==> src/common/psm_pkg.sv <==
// Purpose: Shared constants and types of the pulser-synchronized motion block
// Assumes: 200 MHz core clock, 32-bit register words on a plain strobe port
// Notes: Byte offsets are word aligned; bits above a field read as zero
package psm_pkg;

  // ==========================================================
  // Timing
  localparam int unsigned CLK_MHZ = 200;
  localparam int unsigned FILT_NS = 150;
  localparam int unsigned FILT_CYC = (FILT_NS * CLK_MHZ + 999) / 1000;
  localparam logic [4:0] FILT_LAST = 5'(FILT_CYC - 1);
  // Internal output pulse spacing; stands in for the speed generator
  localparam logic [3:0] PULSE_GAP_LAST = 4'h3;

  // ==========================================================
  // Register byte offsets
  localparam logic [7:0] ADR_CMD = 8'h00;
  localparam logic [7:0] ADR_MODE = 8'h04;
  localparam logic [7:0] ADR_ENV2 = 8'h08;
  localparam logic [7:0] ADR_ENV5 = 8'h0c;
  localparam logic [7:0] ADR_TARGET = 8'h10;
  localparam logic [7:0] ADR_CNT1 = 8'h14;
  localparam logic [7:0] ADR_CNT2 = 8'h18;
  localparam logic [7:0] ADR_REMAIN = 8'h1c;
  localparam logic [7:0] ADR_STATUS = 8'h20;
  localparam logic [7:0] ADR_ERR = 8'h24;

  // ==========================================================
  // Field positions
  localparam int CMD_START = 0;
  localparam int CMD_STOP = 1;
  localparam int ENV2_IFSEL_LO = 8;
  localparam int ENV2_FILT_DIS = 14;
  localparam int ENV2_DIR_REV = 16;
  localparam int ENV2_IN_EN = 17;
  localparam int ENV5_MULT_LO = 0;
  localparam int ENV5_DIV_LO = 5;
  localparam int ENV5_REM_OUT = 17;
  localparam int ERR_SIMUL = 14;
  localparam int ERR_OVF = 15;

  // ==========================================================
  // Interface select, modes, status codes
  localparam logic [1:0] IF_X1 = 2'h0;
  localparam logic [1:0] IF_X2 = 2'h1;
  localparam logic [1:0] IF_X4 = 2'h2;
  localparam logic [1:0] IF_UPDN = 2'h3;
  localparam logic [7:0] MODE_CONT = 8'h01;
  localparam logic [7:0] MODE_INC = 8'h51;
  localparam logic [7:0] MODE_ABS1 = 8'h52;
  localparam logic [7:0] MODE_ABS2 = 8'h53;
  localparam logic [7:0] MODE_ZR1 = 8'h54;
  localparam logic [7:0] MODE_ZR2 = 8'h55;
  localparam logic [3:0] OPST_IDLE = 4'h0;
  localparam logic [3:0] OPST_WAIT = 4'h5;

  typedef enum logic [2:0] {
    ST_IDLE = 3'b001,
    ST_RUN = 3'b010,
    ST_DRAIN = 3'b100
  } psm_state_t;

  typedef struct packed {
    logic in_en;
    logic dir_rev;
    logic filt_dis;
    logic [1:0] if_sel;
  } psm_env2_t;

  typedef struct packed {
    logic rem_out;
    logic [11:0] div;
    logic [4:0] mult;
  } psm_env5_t;

  typedef struct packed {
    logic up;
    logic dn;
    logic simul;
  } psm_count_t;

endpackage

==> src/core/psm_top.sv <==
// Purpose: Pulser-synchronized motion for one axis
// Assumes: Plain strobe register port, read data one cycle after the strobe
// Notes: Speed profile and interpolation arithmetic live outside this block
// Functional notes
// RULE1 - Codes 00/01/10 decode quadrature 1x/2x/4x, forward when A leads.
// RULE2 - Code 11 counts forward on A rising, backward on B rising.
// RULE3 - Direction-reverse bit set inverts the decoded count direction.
// RULE4 - Pulser input is accepted only while the enable bit is 1.
// RULE5 - Filter bit 0 rejects input pulses shorter than 150 ns.
// RULE6 - Status field reads 0101 while waiting for pulser input.
// RULE7 - Both inputs changing together set the simultaneous error; motion continues.
// RULE8 - Pulser buffer counter overflow sets the overflow error flag.
// RULE9 - Modes 01h, 51h, 52h, 53h, 54h, 55h select pulser motions.
// RULE10 - Modes 68h-6Dh, 78h-7Dh pace interpolation; direction ignores pulser reversal. The code leaves out 6Ah, 6Bh, 7Ah, 7Bh.
// RULE11 - Remaining-output set: stop waits until multiplied pulses are all out.
// RULE12 - Remaining-output clear: stop halts at once.
// RULE13 - Interpolation modes halt at once on stop regardless.
// RULE14 - Continuous mode feeds in decoded direction; reverse bit swaps it.
// RULE15 - Continuous mode blocks feed into an active end limit, resumes opposite.
// RULE16 - End-limit blocking raises no error and leaves error status alone.
// RULE17 - Host ends continuous operation with the stop command.
// RULE18 - Mode 51h loads target, counts down per pulse, stops at zero.
// RULE19 - Zero target outputs nothing and stops; direction from target sign.
// RULE20 - Mode 52h loads target minus counter 1; equal stops at once.
// RULE21 - Mode 53h is 52h using counter 2.
// RULE22 - Modes 54h/55h drive counter 1/2 toward zero; zero stops at once.
// RULE23 - Pulser counts scale by 1x-32x multiplier and n/2048 divider.
// RULE24 - After start, pulses and direction are output as pulser input arrives.
// RULE25 - Error flags stay set until the error status is read.
`timescale 1ns/1ps
module psm_top (
  input wire logic i_clk, // Core clock, 200 MHz
  input wire logic i_rstn, // Async reset, active low
  input wire logic [7:0] i_addr, // Register byte address
  input wire logic [31:0] i_wdata, // Write data
  input wire logic i_wr, // Write strobe
  input wire logic i_rd, // Read strobe
  output logic [31:0] o_rdata, // Read data, cycle after i_rd
  input wire logic i_pulser_phase_a_input, // Pulser phase A
  input wire logic i_pulser_phase_b_input, // Pulser phase B
  input wire logic i_end_limit_pos, // Plus end limit, high when on
  input wire logic i_end_limit_neg, // Minus end limit, high when on
  input wire logic i_interp_dir, // Direction from interpolation
  output logic o_pulse, // One-cycle output pulse
  output logic o_dir, // Output direction, high is plus
  output logic o_running, // Motion active
  output logic o_main_error_interrupt_flag // Error flag pending
);

  // ==========================================================
  // Decode front end
  logic [1:0] clean_ab;
  psm_pkg::psm_count_t dec;
  psm_pkg::psm_env2_t env2_q, env2_d;
  psm_pkg::psm_env5_t env5_q, env5_d;

  psm_filter psm_filter_inst (
    .i_clk(i_clk),
    .i_rstn(i_rstn),
    .i_bypass(env2_q.filt_dis),
    .i_raw({i_pulser_phase_b_input, i_pulser_phase_a_input}),
    .o_clean(clean_ab)
  );

  psm_decoder psm_decoder_inst (
    .i_clk(i_clk),
    .i_rstn(i_rstn),
    .i_sel(env2_q.if_sel),
    .i_ab(clean_ab),
    .o_cnt(dec)
  );

  // ==========================================================
  // State
  psm_pkg::psm_state_t state_q, state_d;
  logic [7:0] mode_q, mode_d;
  logic [31:0] target_q, target_d, cnt1_q, cnt1_d, cnt2_q, cnt2_d;
  logic [31:0] rem_q, rem_d;
  logic [15:0] buf_q, buf_d;
  logic [10:0] acc_q, acc_d;
  logic [3:0] gap_q, gap_d;
  logic dir_q, dir_d, bufdir_q, bufdir_d;
  logic pulse_q, pulse_d, dout_q, dout_d;
  logic err_simul_q, err_simul_d, err_ovf_q, err_ovf_d;
  logic [31:0] rdata_q, rdata_d;

  logic is_cont, is_pos, is_interp;
  logic wr_cmd, start_cmd, stop_cmd, rd_err;
  logic [31:0] ref_diff, ref_mag;
  logic [5:0] mult_n;
  logic [16:0] prod, acc_sum, amt, sum17;
  logic accept, emit, lim_hit, ovf_evt, cnt_dir, new_dir, out_dir;
  logic [15:0] buf_v;
  logic [3:0] opst;

  assign is_cont = (mode_q == psm_pkg::MODE_CONT); // [RULE9]
  assign is_pos = mode_q inside {psm_pkg::MODE_INC, psm_pkg::MODE_ABS1, psm_pkg::MODE_ABS2,
                                 psm_pkg::MODE_ZR1, psm_pkg::MODE_ZR2};
  assign is_interp = mode_q inside {8'h68, 8'h69, 8'h6c, 8'h6d, 8'h78, 8'h79, 8'h7c, 8'h7d}; // [RULE10]
  assign wr_cmd = i_wr && (i_addr == psm_pkg::ADR_CMD);
  assign start_cmd = wr_cmd && i_wdata[psm_pkg::CMD_START];
  assign stop_cmd = wr_cmd && i_wdata[psm_pkg::CMD_STOP]; // [RULE17]
  assign rd_err = i_rd && (i_addr == psm_pkg::ADR_ERR);

  // ==========================================================
  // Start reference and scaling
  always_comb begin
    case (mode_q)
      psm_pkg::MODE_ABS1: ref_diff = target_q - cnt1_q; // [RULE20]
      psm_pkg::MODE_ABS2: ref_diff = target_q - cnt2_q; // [RULE21]
      psm_pkg::MODE_ZR1: ref_diff = 32'h0 - cnt1_q; // [RULE22]
      psm_pkg::MODE_ZR2: ref_diff = 32'h0 - cnt2_q; // [RULE22]
      default: ref_diff = target_q; // [RULE18]
    endcase
    ref_mag = ref_diff[31] ? (32'h0 - ref_diff) : ref_diff;
  end

  assign mult_n = {1'b0, env5_q.mult} + 6'h01;
  assign prod = 17'({11'h000, mult_n} * {5'h00, env5_q.div});
  assign acc_sum = {6'h00, acc_q} + prod;
  // Divider keeps its remainder so n/2048 holds on average [RULE23]
  assign amt = (env5_q.div == 12'h000) ? {11'h000, mult_n} : {11'h000, acc_sum[16:11]};
  assign cnt_dir = dec.up ^ env2_q.dir_rev; // [RULE3] [RULE14]
  assign new_dir = is_interp ? i_interp_dir : (is_cont ? cnt_dir : dir_q);
  assign accept = (state_q == psm_pkg::ST_RUN) && env2_q.in_en && (dec.up || dec.dn); // [RULE4]

  // ==========================================================
  // Motion and registers, next values
  always_comb begin
    state_d = state_q;
    mode_d = mode_q;
    target_d = target_q;
    cnt1_d = cnt1_q;
    cnt2_d = cnt2_q;
    rem_d = rem_q;
    acc_d = acc_q;
    gap_d = gap_q;
    dir_d = dir_q;
    bufdir_d = bufdir_q;
    env2_d = env2_q;
    env5_d = env5_q;
    pulse_d = 1'b0;
    dout_d = dout_q;
    emit = 1'b0;
    lim_hit = 1'b0;
    ovf_evt = 1'b0;
    out_dir = is_interp ? i_interp_dir : bufdir_q; // [RULE10]
    sum17 = 17'h00000;
    buf_v = buf_q;

    // Emission drains the buffer at the internal pulse rate
    if (state_q != psm_pkg::ST_IDLE) begin
      if (gap_q != 4'h0) begin
        gap_d = gap_q - 4'h1;
      end else if (buf_v != 16'h0000) begin
        lim_hit = is_cont && (bufdir_q ? i_end_limit_pos : i_end_limit_neg);
        if (lim_hit) begin
          buf_v = 16'h0000; // [RULE15] [RULE16]
        end else begin
          emit = 1'b1;
          pulse_d = 1'b1; // [RULE24]
          dout_d = out_dir;
          buf_v = buf_v - 16'h0001;
          gap_d = psm_pkg::PULSE_GAP_LAST;
          cnt1_d = out_dir ? cnt1_q + 32'h1 : cnt1_q - 32'h1;
          cnt2_d = out_dir ? cnt2_q + 32'h1 : cnt2_q - 32'h1;
          if (is_pos) begin
            rem_d = rem_q - 32'h1; // [RULE18]
          end
        end
      end
    end

    // New counts join the buffer; opposite counts cancel first
    if (accept) begin
      if (env5_q.div != 12'h000) begin
        acc_d = acc_sum[10:0];
      end
      if (buf_v == 16'h0000 || bufdir_q == new_dir) begin
        sum17 = {1'b0, buf_v} + amt;
        ovf_evt = sum17[16]; // [RULE8]
        buf_v = sum17[16] ? 16'hffff : sum17[15:0];
        bufdir_d = new_dir;
      end else if (amt > {1'b0, buf_v}) begin
        sum17 = amt - {1'b0, buf_v};
        buf_v = sum17[15:0];
        bufdir_d = new_dir;
      end else begin
        sum17 = {1'b0, buf_v} - amt;
        buf_v = sum17[15:0];
      end
    end
    buf_d = buf_v;

    // Positioning ends at zero and ignores further input
    if (is_pos && emit && rem_d == 32'h0) begin
      state_d = psm_pkg::ST_IDLE; // [RULE18]
      buf_d = 16'h0000;
      acc_d = 11'h000;
    end
    if (state_q == psm_pkg::ST_DRAIN && buf_d == 16'h0000) begin
      state_d = psm_pkg::ST_IDLE; // [RULE11]
    end

    if (stop_cmd && state_q != psm_pkg::ST_IDLE) begin
      if (env5_q.rem_out && !is_interp && buf_d != 16'h0000) begin
        state_d = psm_pkg::ST_DRAIN; // [RULE11]
      end else begin
        state_d = psm_pkg::ST_IDLE; // [RULE12] [RULE13]
        buf_d = 16'h0000;
      end
      acc_d = 11'h000;
    end else if (start_cmd && state_q == psm_pkg::ST_IDLE) begin
      buf_d = 16'h0000;
      acc_d = 11'h000;
      gap_d = 4'h0;
      if (is_pos) begin
        rem_d = ref_mag;
        dir_d = ~ref_diff[31]; // [RULE19]
        if (ref_mag != 32'h0) begin
          state_d = psm_pkg::ST_RUN;
        end
      end else if (is_cont || is_interp) begin
        state_d = psm_pkg::ST_RUN; // [RULE24]
      end
    end

    if (i_wr) begin
      unique case (i_addr)
        psm_pkg::ADR_MODE: mode_d = i_wdata[7:0];
        psm_pkg::ADR_TARGET: target_d = i_wdata;
        psm_pkg::ADR_CNT1: cnt1_d = i_wdata;
        psm_pkg::ADR_CNT2: cnt2_d = i_wdata;
        psm_pkg::ADR_ENV2: begin
          env2_d.if_sel = i_wdata[psm_pkg::ENV2_IFSEL_LO +: 2];
          env2_d.filt_dis = i_wdata[psm_pkg::ENV2_FILT_DIS];
          env2_d.dir_rev = i_wdata[psm_pkg::ENV2_DIR_REV];
          env2_d.in_en = i_wdata[psm_pkg::ENV2_IN_EN];
        end
        psm_pkg::ADR_ENV5: begin
          env5_d.mult = i_wdata[psm_pkg::ENV5_MULT_LO +: 5];
          env5_d.div = i_wdata[psm_pkg::ENV5_DIV_LO +: 12];
          env5_d.rem_out = i_wdata[psm_pkg::ENV5_REM_OUT];
        end
        default: ;
      endcase
    end

    // Set wins over the read that clears
    err_simul_d = (dec.simul && env2_q.in_en) || (err_simul_q && !rd_err); // [RULE7] [RULE25]
    err_ovf_d = ovf_evt || (err_ovf_q && !rd_err); // [RULE8] [RULE25]
  end

  always_ff @(posedge i_clk or negedge i_rstn) begin
    if (!i_rstn) begin
      state_q <= psm_pkg::ST_IDLE;
      mode_q <= 8'h00;
      target_q <= 32'h0;
      cnt1_q <= 32'h0;
      cnt2_q <= 32'h0;
      rem_q <= 32'h0;
      buf_q <= 16'h0000;
      acc_q <= 11'h000;
      gap_q <= 4'h0;
      dir_q <= 1'b1;
      bufdir_q <= 1'b1;
      env2_q <= '0;
      env5_q <= '0;
      pulse_q <= 1'b0;
      dout_q <= 1'b1;
      err_simul_q <= 1'b0;
      err_ovf_q <= 1'b0;
    end else begin
      state_q <= state_d;
      mode_q <= mode_d;
      target_q <= target_d;
      cnt1_q <= cnt1_d;
      cnt2_q <= cnt2_d;
      rem_q <= rem_d;
      buf_q <= buf_d;
      acc_q <= acc_d;
      gap_q <= gap_d;
      dir_q <= dir_d;
      bufdir_q <= bufdir_d;
      env2_q <= env2_d;
      env5_q <= env5_d;
      pulse_q <= pulse_d;
      dout_q <= dout_d;
      err_simul_q <= err_simul_d;
      err_ovf_q <= err_ovf_d;
    end
  end

  // ==========================================================
  // Read port
  assign opst = (state_q == psm_pkg::ST_IDLE) ? psm_pkg::OPST_IDLE : psm_pkg::OPST_WAIT; // [RULE6]

  always_comb begin
    rdata_d = 32'h0;
    if (i_rd) begin
      unique case (i_addr)
        psm_pkg::ADR_MODE: rdata_d = {24'h0, mode_q};
        psm_pkg::ADR_TARGET: rdata_d = target_q;
        psm_pkg::ADR_CNT1: rdata_d = cnt1_q;
        psm_pkg::ADR_CNT2: rdata_d = cnt2_q;
        psm_pkg::ADR_REMAIN: rdata_d = rem_q;
        psm_pkg::ADR_STATUS: rdata_d = {23'h0, state_q == psm_pkg::ST_DRAIN, i_end_limit_neg,
                                        i_end_limit_pos, dout_q, o_running, opst};
        psm_pkg::ADR_ERR: rdata_d = {16'h0, err_ovf_q, err_simul_q, 14'h0};
        default: rdata_d = 32'h0;
      endcase
    end
  end

  always_ff @(posedge i_clk or negedge i_rstn) begin
    if (!i_rstn) begin
      rdata_q <= 32'h0;
    end else begin
      rdata_q <= rdata_d;
    end
  end

  assign o_rdata = rdata_q;
  assign o_pulse = pulse_q;
  assign o_dir = dout_q;
  assign o_running = (state_q != psm_pkg::ST_IDLE);
  assign o_main_error_interrupt_flag = err_simul_q | err_ovf_q;
endmodule

==> src/core/psm_filter.sv <==
// Purpose: Glitch filter for the two pulser phase inputs
// Assumes: Inputs already synchronous to i_clk
// Notes: A level is adopted only after it has stood for the full filter time
`timescale 1ns/1ps
module psm_filter (
  input wire logic i_clk, // Core clock
  input wire logic i_rstn, // Async reset, active low
  input wire logic i_bypass, // High passes inputs unfiltered
  input wire logic [1:0] i_raw, // Phase B, phase A
  output logic [1:0] o_clean // Filtered phases
);

  genvar g;
  generate
    for (g = 0; g < 2; g++) begin : g_bit
      logic [4:0] cnt_q, cnt_d;
      logic out_q, out_d;

      always_comb begin
        cnt_d = cnt_q;
        out_d = out_q;
        if (i_bypass) begin
          out_d = i_raw[g];
          cnt_d = 5'h00;
        end else if (i_raw[g] == out_q) begin
          cnt_d = 5'h00;
        end else if (cnt_q == psm_pkg::FILT_LAST) begin
          out_d = i_raw[g]; // [RULE5]
          cnt_d = 5'h00;
        end else begin
          cnt_d = cnt_q + 5'h01;
        end
      end

      always_ff @(posedge i_clk or negedge i_rstn) begin
        if (!i_rstn) begin
          cnt_q <= 5'h00;
          out_q <= 1'b0;
        end else begin
          cnt_q <= cnt_d;
          out_q <= out_d;
        end
      end

      assign o_clean[g] = out_q;
    end
  endgenerate

endmodule

==> src/core/psm_decoder.sv <==
// Purpose: Quadrature and up/down decoding of the filtered pulser phases
// Assumes: Phases come from psm_filter
// Notes: Counts are one-cycle pulses; up means phase A leads, or in up/down mode a rising edge on A
`timescale 1ns/1ps
module psm_decoder (
  input wire logic i_clk, // Core clock
  input wire logic i_rstn, // Async reset, active low
  input wire logic [1:0] i_sel, // Interface select
  input wire logic [1:0] i_ab, // Phase B, phase A
  output psm_pkg::psm_count_t o_cnt // Registered count pulses
);

  logic [1:0] prev_q;
  psm_pkg::psm_count_t cnt_q, cnt_d;
  logic a, b, a_chg, b_chg;

  assign a = i_ab[0];
  assign b = i_ab[1];
  assign a_chg = a ^ prev_q[0];
  assign b_chg = b ^ prev_q[1];

  always_comb begin
    cnt_d = '0;
    cnt_d.simul = a_chg & b_chg; // [RULE7]
    if (!(a_chg & b_chg)) begin
      unique case (i_sel)
        psm_pkg::IF_X1: begin
          cnt_d.up = a_chg & a & ~b; // [RULE1]
          cnt_d.dn = a_chg & ~a & ~b;
        end
        psm_pkg::IF_X2: begin
          cnt_d.up = a_chg & (a ^ b); // [RULE1]
          cnt_d.dn = a_chg & ~(a ^ b);
        end
        psm_pkg::IF_X4: begin
          cnt_d.up = (a_chg & (a ^ b)) | (b_chg & ~(a ^ b)); // [RULE1]
          cnt_d.dn = (a_chg & ~(a ^ b)) | (b_chg & (a ^ b));
        end
        psm_pkg::IF_UPDN: begin
          cnt_d.up = a_chg & a; // [RULE2]
          cnt_d.dn = b_chg & b;
        end
      endcase
    end
  end

  always_ff @(posedge i_clk or negedge i_rstn) begin
    if (!i_rstn) begin
      prev_q <= 2'h0;
      cnt_q <= '0;
    end else begin
      prev_q <= i_ab;
      cnt_q <= cnt_d;
    end
  end

  assign o_cnt = cnt_q;

endmodule

==> config.mk <==
export PLATFORM = sky130hd
export DESIGN_NAME = psm_top
export DESIGN_NICKNAME = d
export VERILOG_FILES = /design/src/common/psm_pkg.sv /design/src/core/psm_top.sv /design/src/core/psm_filter.sv /design/src/core/psm_decoder.sv
export SDC_FILE = /design/constraint.sdc
export NUM_CORES = 1
export LEC_CHECK = 0
export ABC_AREA = 1
export BUFFER_PORTS_ARGS = -buffer_cell sky130_fd_sc_hd__buf_2
export CORE_AREA = 2 2 259 261
export DETAILED_ROUTE_END_ITERATION = 10
export DIE_AREA = 0 0 261 263
export GPL_TIMING_DRIVEN = 0
export PLACE_DENSITY_LB_ADDON = 0.08
export SLEW_MARGIN = 25
export SYNTH_ARGS = -nofsm -noshare
export SYNTH_HDL_FRONTEND = slang
export SYNTH_SLANG_ARGS = --single-unit
==> constraint.sdc <==
create_clock -name i_clk -period 9.78 [get_ports i_clk]
set_clock_uncertainty 0.2 [all_clocks]
set_input_delay 0 -clock i_clk [delete_from_list [all_inputs] [get_ports i_clk]]
set_output_delay 0 -clock i_clk [all_outputs]
set_load 0.02 [all_outputs]
# Word level (Yosys, flattened, before mapping)
# Index checks and enable logic that the tools add are counted.
# word_totals
regBits,248
# op_classes
eq_ne,37
n_mul,1
add_sub_neg,19
order_cmp,1
bitwise_logic,24
muxes,85
n_reduce_logical,52
# ops
op,n
32-bit 2-to-1 mux,24
32-bit case mux with 7 select lines,1
16-bit 2-to-1 mux,12
32-bit case mux with 4 select lines,1
8-bit by 7-bit equality test with 1-bit output (second input constant),13
1-bit by 32-bit subtractor with 32-bit output (first input constant),3
32-bit by 1-bit subtractor with 32-bit output (second input constant),3
32-bit by 1-bit adder with 32-bit output (second input constant),2
32-bit subtractor,2
11-bit 2-to-1 mux,5
8-bit by 5-bit equality test with 1-bit output (second input constant),4
16-bit zero test,2
32-bit zero test,1
16-bit nonzero test,2
32-bit nonzero test,1
5-bit 2-to-1 mux,6
3-bit 2-to-1 mux,9
4-bit 2-to-1 mux,6
1-bit 2-to-1 mux,18
11-bit by 17-bit adder with 17-bit output,1
16-bit by 6-bit adder with 17-bit output,1
1-bit logical AND,17
6-bit by 12-bit multiplier with 17-bit output,1
8-bit by 4-bit equality test with 1-bit output (second input constant),2
39 further kinds,82

# Depth between registers and ports, before layout
# depth
ltp_word,18
mapped_depth,55
ltp_nobuf,54

# Modules after synthesis
# From an unflattened synthesis, not the netlist that was laid out.
# unflattened
hier_cells,4121
area_unflattened_um2,26287.7
# modules_own_cells
module,instances,cells_per_inst,area_each_um2
psm_top,1,3991,25291.8
psm_filter,1,83,661.9
psm_decoder,1,47,334.1

# Least setup slack after synthesis
# No wires, ideal clock.
# synth_timing
path_kind,reg-to-reg
start,reg env5_q[0] (netlist bit)
end,reg buf_q[10]
path_stages_with_launch,50
t_arrival_ps,7497
path_slack_ps,1943
path_buffers,1
setup_ps,140
required_ps,9440
synth_period_minus_slack_ps,7837
cell_sequence,dfrtp_1 ha_1 xor2_1 clkinv_1 nor2_1 fa_1 ha_1 ha_1 inv_1 fa_1 inv_1 ha_1 nand2_1 nor2_1 a211oi_1 nor2_1 o21ai_0 nand2_1 (+14 left out) a21oi_1 o31ai_1 nand3_1 nor2_1 nand2_1 nor2_1 nand2_1 nand2_1 nand2_1 a21oi_1 nor2_1 a21oi_1 nand3_1 nor2_4 nor2_4 nand2_4 buf_12 a21oi_2
# synth_via
elab_chain_cells,13
elab_cells_between_ends,18
# synth_rtl
element,line,rtl
from (decl),psm_top.sv:55,"psm_pkg::psm_env5_t env5_q, env5_d;"
from (signal assigned),psm_top.sv:286,env5_q <= env5_d;
5-bit by 1-bit adder with 6-bit output *,psm_top.sv:118,"assign mult_n = {1'b0, env5_q.mult} + 6'h01;"
6-bit by 12-bit multiplier with 17-bit output,psm_top.sv:119,"assign prod = 17'({11'h000, mult_n} * {5'h00, env5_q.div});"
11-bit by 17-bit adder with 17-bit output,psm_top.sv:120,"assign acc_sum = {6'h00, acc_q} + prod;"
6-bit 2-to-1 mux *,psm_top.sv:122,"assign amt = (env5_q.div == 12'h000) ? {11'h000, mult_n} : {11'h000, acc_sum[16:11]};"
"16-bit by 6-bit subtractor with 16-bit output, or another cell as far along",psm_top.sv:189,"sum17 = {1'b0, buf_v} - amt;"
16-bit 2-to-1 mux (on tied branches),"psm_top.sv:184, psm_top.sv:182",
16-bit 2-to-1 mux *,psm_top.sv:179,if (buf_v == 16'h0000 || bufdir_q == new_dir) begin
16-bit 2-to-1 mux *,psm_top.sv:175,if (accept) begin
16-bit 2-to-1 mux *,psm_top.sv:196,if (is_pos && emit && rem_d == 32'h0) begin
16-bit nonzero test,psm_top.sv:206,if (env5_q.rem_out && !is_interp && buf_d != 16'h0000) begin
1-bit logical AND,psm_top.sv:206,
16-bit 2-to-1 mux,psm_top.sv:206,
16-bit 2-to-1 mux *,psm_top.sv:205,if (stop_cmd && state_q != psm_pkg::ST_IDLE) begin
named net buf_d[10],psm_top.sv:79,"logic [15:0] buf_q, buf_d;"
to (signal assigned),psm_top.sv:280,buf_q <= buf_d;
to (decl),psm_top.sv:79,
# The timed path passes the listed nets; every way through them passes the cells marked *.
# A chain may end at the register's enable or synchronous reset.

# Worst setup path after layout
# layout_timing
start,reg env5_q[2] (netlist bit)
end,reg buf_q[11]
# Same word-level chain as after synthesis.

==> results.txt <==
Inst Count DP -> 5003
Ys Warns -> 0
Gr ovfl total -> 0
DR pass1 iterations -> 6
Rel. slew slack -> 0.315
Critical path's most frequent cell -> nand2_1
First-iteration detailed-routing DRC count -> 2370
Layout area overhead -> 13.1%
Fin crit period -> 8.89 ns
Clock Path Buffers -> 3
CTS tree -> yes
Share of cells above drive strength 1 -> 0.0774
Vias -> 27600
LEAKAGE -> 15.2 nW
Most common cell after layout, fill and taps aside -> nand2_1
Fin crit share -> 0.909
Top FF cell, synth -> dfrtp_1
Asr flop ratio synth -> 1.00
CTS Buf Count -> 35
N_diodes -> 0
Crit Path Max Fanout -> 10
TNS Setup -> 0 ns
Setup CP Type -> reg -> reg
Routed Antenna Nets -> 0
Yosys reg bits -> 248
HPWL Detailed -> 84800 µm
Commonest non-fill, non-tap cells in the layout -> 1075 x nand2_1, 549 x inv_1, 445 x nor2_1
Post-synth EDFFs -> 0
Std cell rows -> 94
Layout net count -> 4490
Worst setup EP type -> flip-flop
# IOs -> 85
Fillcell total -> 7095
Slew @ Worst Pin -> 1.02 ns
Number of global-route vias before repair -> 26000
Power Dens Cells -> 232 nW/µm²
Core box area -> 65600 µm²
Max cap viols -> 0
Min-Delay Path Class -> in -> reg
CTS H-tree lvls -> 2
Final count of hold timing violations -> 0
RSZ-0062 raised after global routing -> no
Multi-input logic area -> 17200 µm²
Post-synthesis cell type count -> 65
Gpl congestion -> 0.960
CP max-delay cell -> fa_1
Vias/cell -> 5.40
Maximum VDD drop -> 0.000133 V
Required @ worst endpoint -> 10.01 ns
Final Non-Filler Cells -> 5117
Largest net degree at the start of global routing -> 86
Sequential cell area fraction in the yosys report -> 0.238
Clk root buf -> clkbuf_16
Routed WL -> 104000 µm
Synth Instances -> 4050
Worst-Skew Late Latency -> 0.59 ns
CTS Sinks -> 248
Setup violators final -> 0
Startpoint types -> flip-flop
Die Ht -> 263 µm
CP max stage delay -> 0.53 ns
DRC errors left -> 0
Clk slew on worst S/H paths -> 0.06 ns
Initial cell density of the core -> 0.398
First-pass GRT wire length -> 156000 µm
Critical Path AT -> 9.12 ns
Total track usage -> 0.299
Register area -> 6210 µm²
Setup bufs post-CTS -> 0
Avg Inst Size Synth -> 6.45 µm²
WL/cell -> 20.3 µm
PortBufs -> 84
Initial antenna violation count -> 2
CP top delay family -> adder cells
Final count of pins violating max slew -> 0
Critical path buffers and inverters -> 11
Total die area -> 68600 µm²
Outcome -> finished clean
Syn nets -> 4310
DIE WIDTH -> 261 µm
Max Clock Freq -> 112 MHz
Post-Syn Area -> 26100 µm²
flip-flops by register name (all words and copies together), names as in the netlist, 2 cells and up:
name                         count
buf_q                           16
acc_q                           11
env2_q                           5
env5_q                          18
target_q                        32
gap_q                            4
mode_q                           8
psm_filter_inst.g_bit.out_q      2
state_q                          3
cnt1_q                          32
rem_q                           32
psm_decoder_inst.o_cnt           3
psm_decoder_inst.prev_q          2
psm_filter_inst.g_bit.cnt_q     10
o_rdata                         32
cnt2_q                          32
synth_stat cells (5+ instances only):
cell         n  area, µm²
a31oi_1     23        144
o21ai_0    276       1380
nand3b_1    19        143
buf_6       11        124
nand4_1     58        363
nand2_1   1076       4040
o21ai_1     20        100
a211oi_1    11       82.6
fa_1        54       1080
nand2_4      9        101
nor3_1      44        220
a21oi_1    264       1320
inv_1      551       2070
xor2_1      93        815
dfrtp_1    244       6110
a21oi_2      9       78.8
a22oi_1     44        330
nor2_4      13        146
o21ai_2     11       96.3
nor4_1       7       43.8
a21boi_0    10       75.1
o211ai_1     8       60.1
buf_4       15        113
o21bai_1    13       97.6
nor2_1     445       1670
buf_1        9       33.8
buf_2        7       35.0
clkbuf_1    62        233
inv_2       18       67.6
a221oi_1    24        210
nand3_2     10        100
or2_2       12       75.1
nand3_1    268       1340
clkinv_1     9       33.8
ha_1       157       1960
o22ai_1     32        200
xnor2_1     22        193
o21a_1      10       75.1
nand2_2     22        138
a21o_1       5       37.5
nor2_2      16        100
area by class of cell:
type / instances / area share
buffer: 102 / 0.0185
tap: 864 / 0.0366
inverter: 581 / 0.0742
multi-input combinational: 3116 / 0.582
clock inverter: 15 / 0.00687
sequential: 248 / 0.210
timing repair buffer: 146 / 0.0378
clock buffer: 45 / 0.0336
power by group:
part	internal, W	switching (W)	leakage [nW]
Sequential	0.00122	0.000312	3.09
Clock	0.000802	0.000545	0.585
Combinational	0.00136	0.00261	11.5
worst register-to-register path: cells and delay by family (launching register included):
family,cells,cell delay [ns]
xor+xnor,1,0.15
compound gates,9,1.49
simple gates,22,2.31
fa+ha+maj,6,2.58
buf+inv,11,1.56
flops,1,0.47
routing by layer:
layer  part of all wire  vias to the layer above  global-route usage
li1                   -                    13600                   -
met1               0.45                    12900               0.407
met2               0.45                      945               0.482
met3              0.061                      187              0.0384
met4              0.039                        2               0.108
met5           0.000096                        -                   0
repair_timing:
| action | CTS | global route |
|---|---|---|
| endpoints found under the setup margin | 0 | 18 |
| endpoints found under the hold margin | 404 | 0 |
| hold buffers | 57 | 0 |
| resized for setup | 0 | 12 |
per-stage QoR:
| stage | hold WS (ns) | util | power, W | cell area, µm² | worst slack (ns) |
|---|---|---|---|---|---|
| global placement | 0.0757 | 0.421 | 0.00542 | 27600 | 0.159 |
| CTS | 0.0107 | 0.450 | 0.00683 | 29500 | 0.130 |
| finish | 0.0183 | 0.450 | 0.00685 | 29500 | 0.885 |
| global route | 0.0734 | 0.450 | 0.00744 | 29500 | 0.0192 |
| detailed placement | -0.381 | 0.423 | 0.00543 | 27700 | 0.206 |
| floorplan | -0.496 | - | 0.00433 | 26100 | 1.94 |
cells by family after synthesis:
| group | Yosys count | synth area share |
|---|---|---|
| simple gates | 2013 | 0.331 |
| compound gates | 774 | 0.169 |
| mux | 2 | 0.000815 |
| buf+inv | 686 | 0.105 |
| flops | 248 | 0.238 |
| fa+ha+maj | 211 | 0.117 |
| xor+xnor | 116 | 0.0392 |
final timing paths:
path	depth (start not counted)	endpoint	slack (ns)	start
setup / recovery	49	buf_q[11]	0.89	env5_q[2]
hold / removal	6	env2_q[4]	0.02	i_addr[5]
setup reg to reg	49	buf_q[11]	0.89	env5_q[2]
hold reg to reg	1	psm_filter_inst.g_bit[1].cnt_q[0]	0.29	psm_filter_inst.g_bit[1].cnt_q[0]
max in group asynchronous	5	dir_q	7.65	i_rstn
min in group asynchronous	3	acc_q[8]	0.38	i_rstn
(Power assumes the default switching activity.)
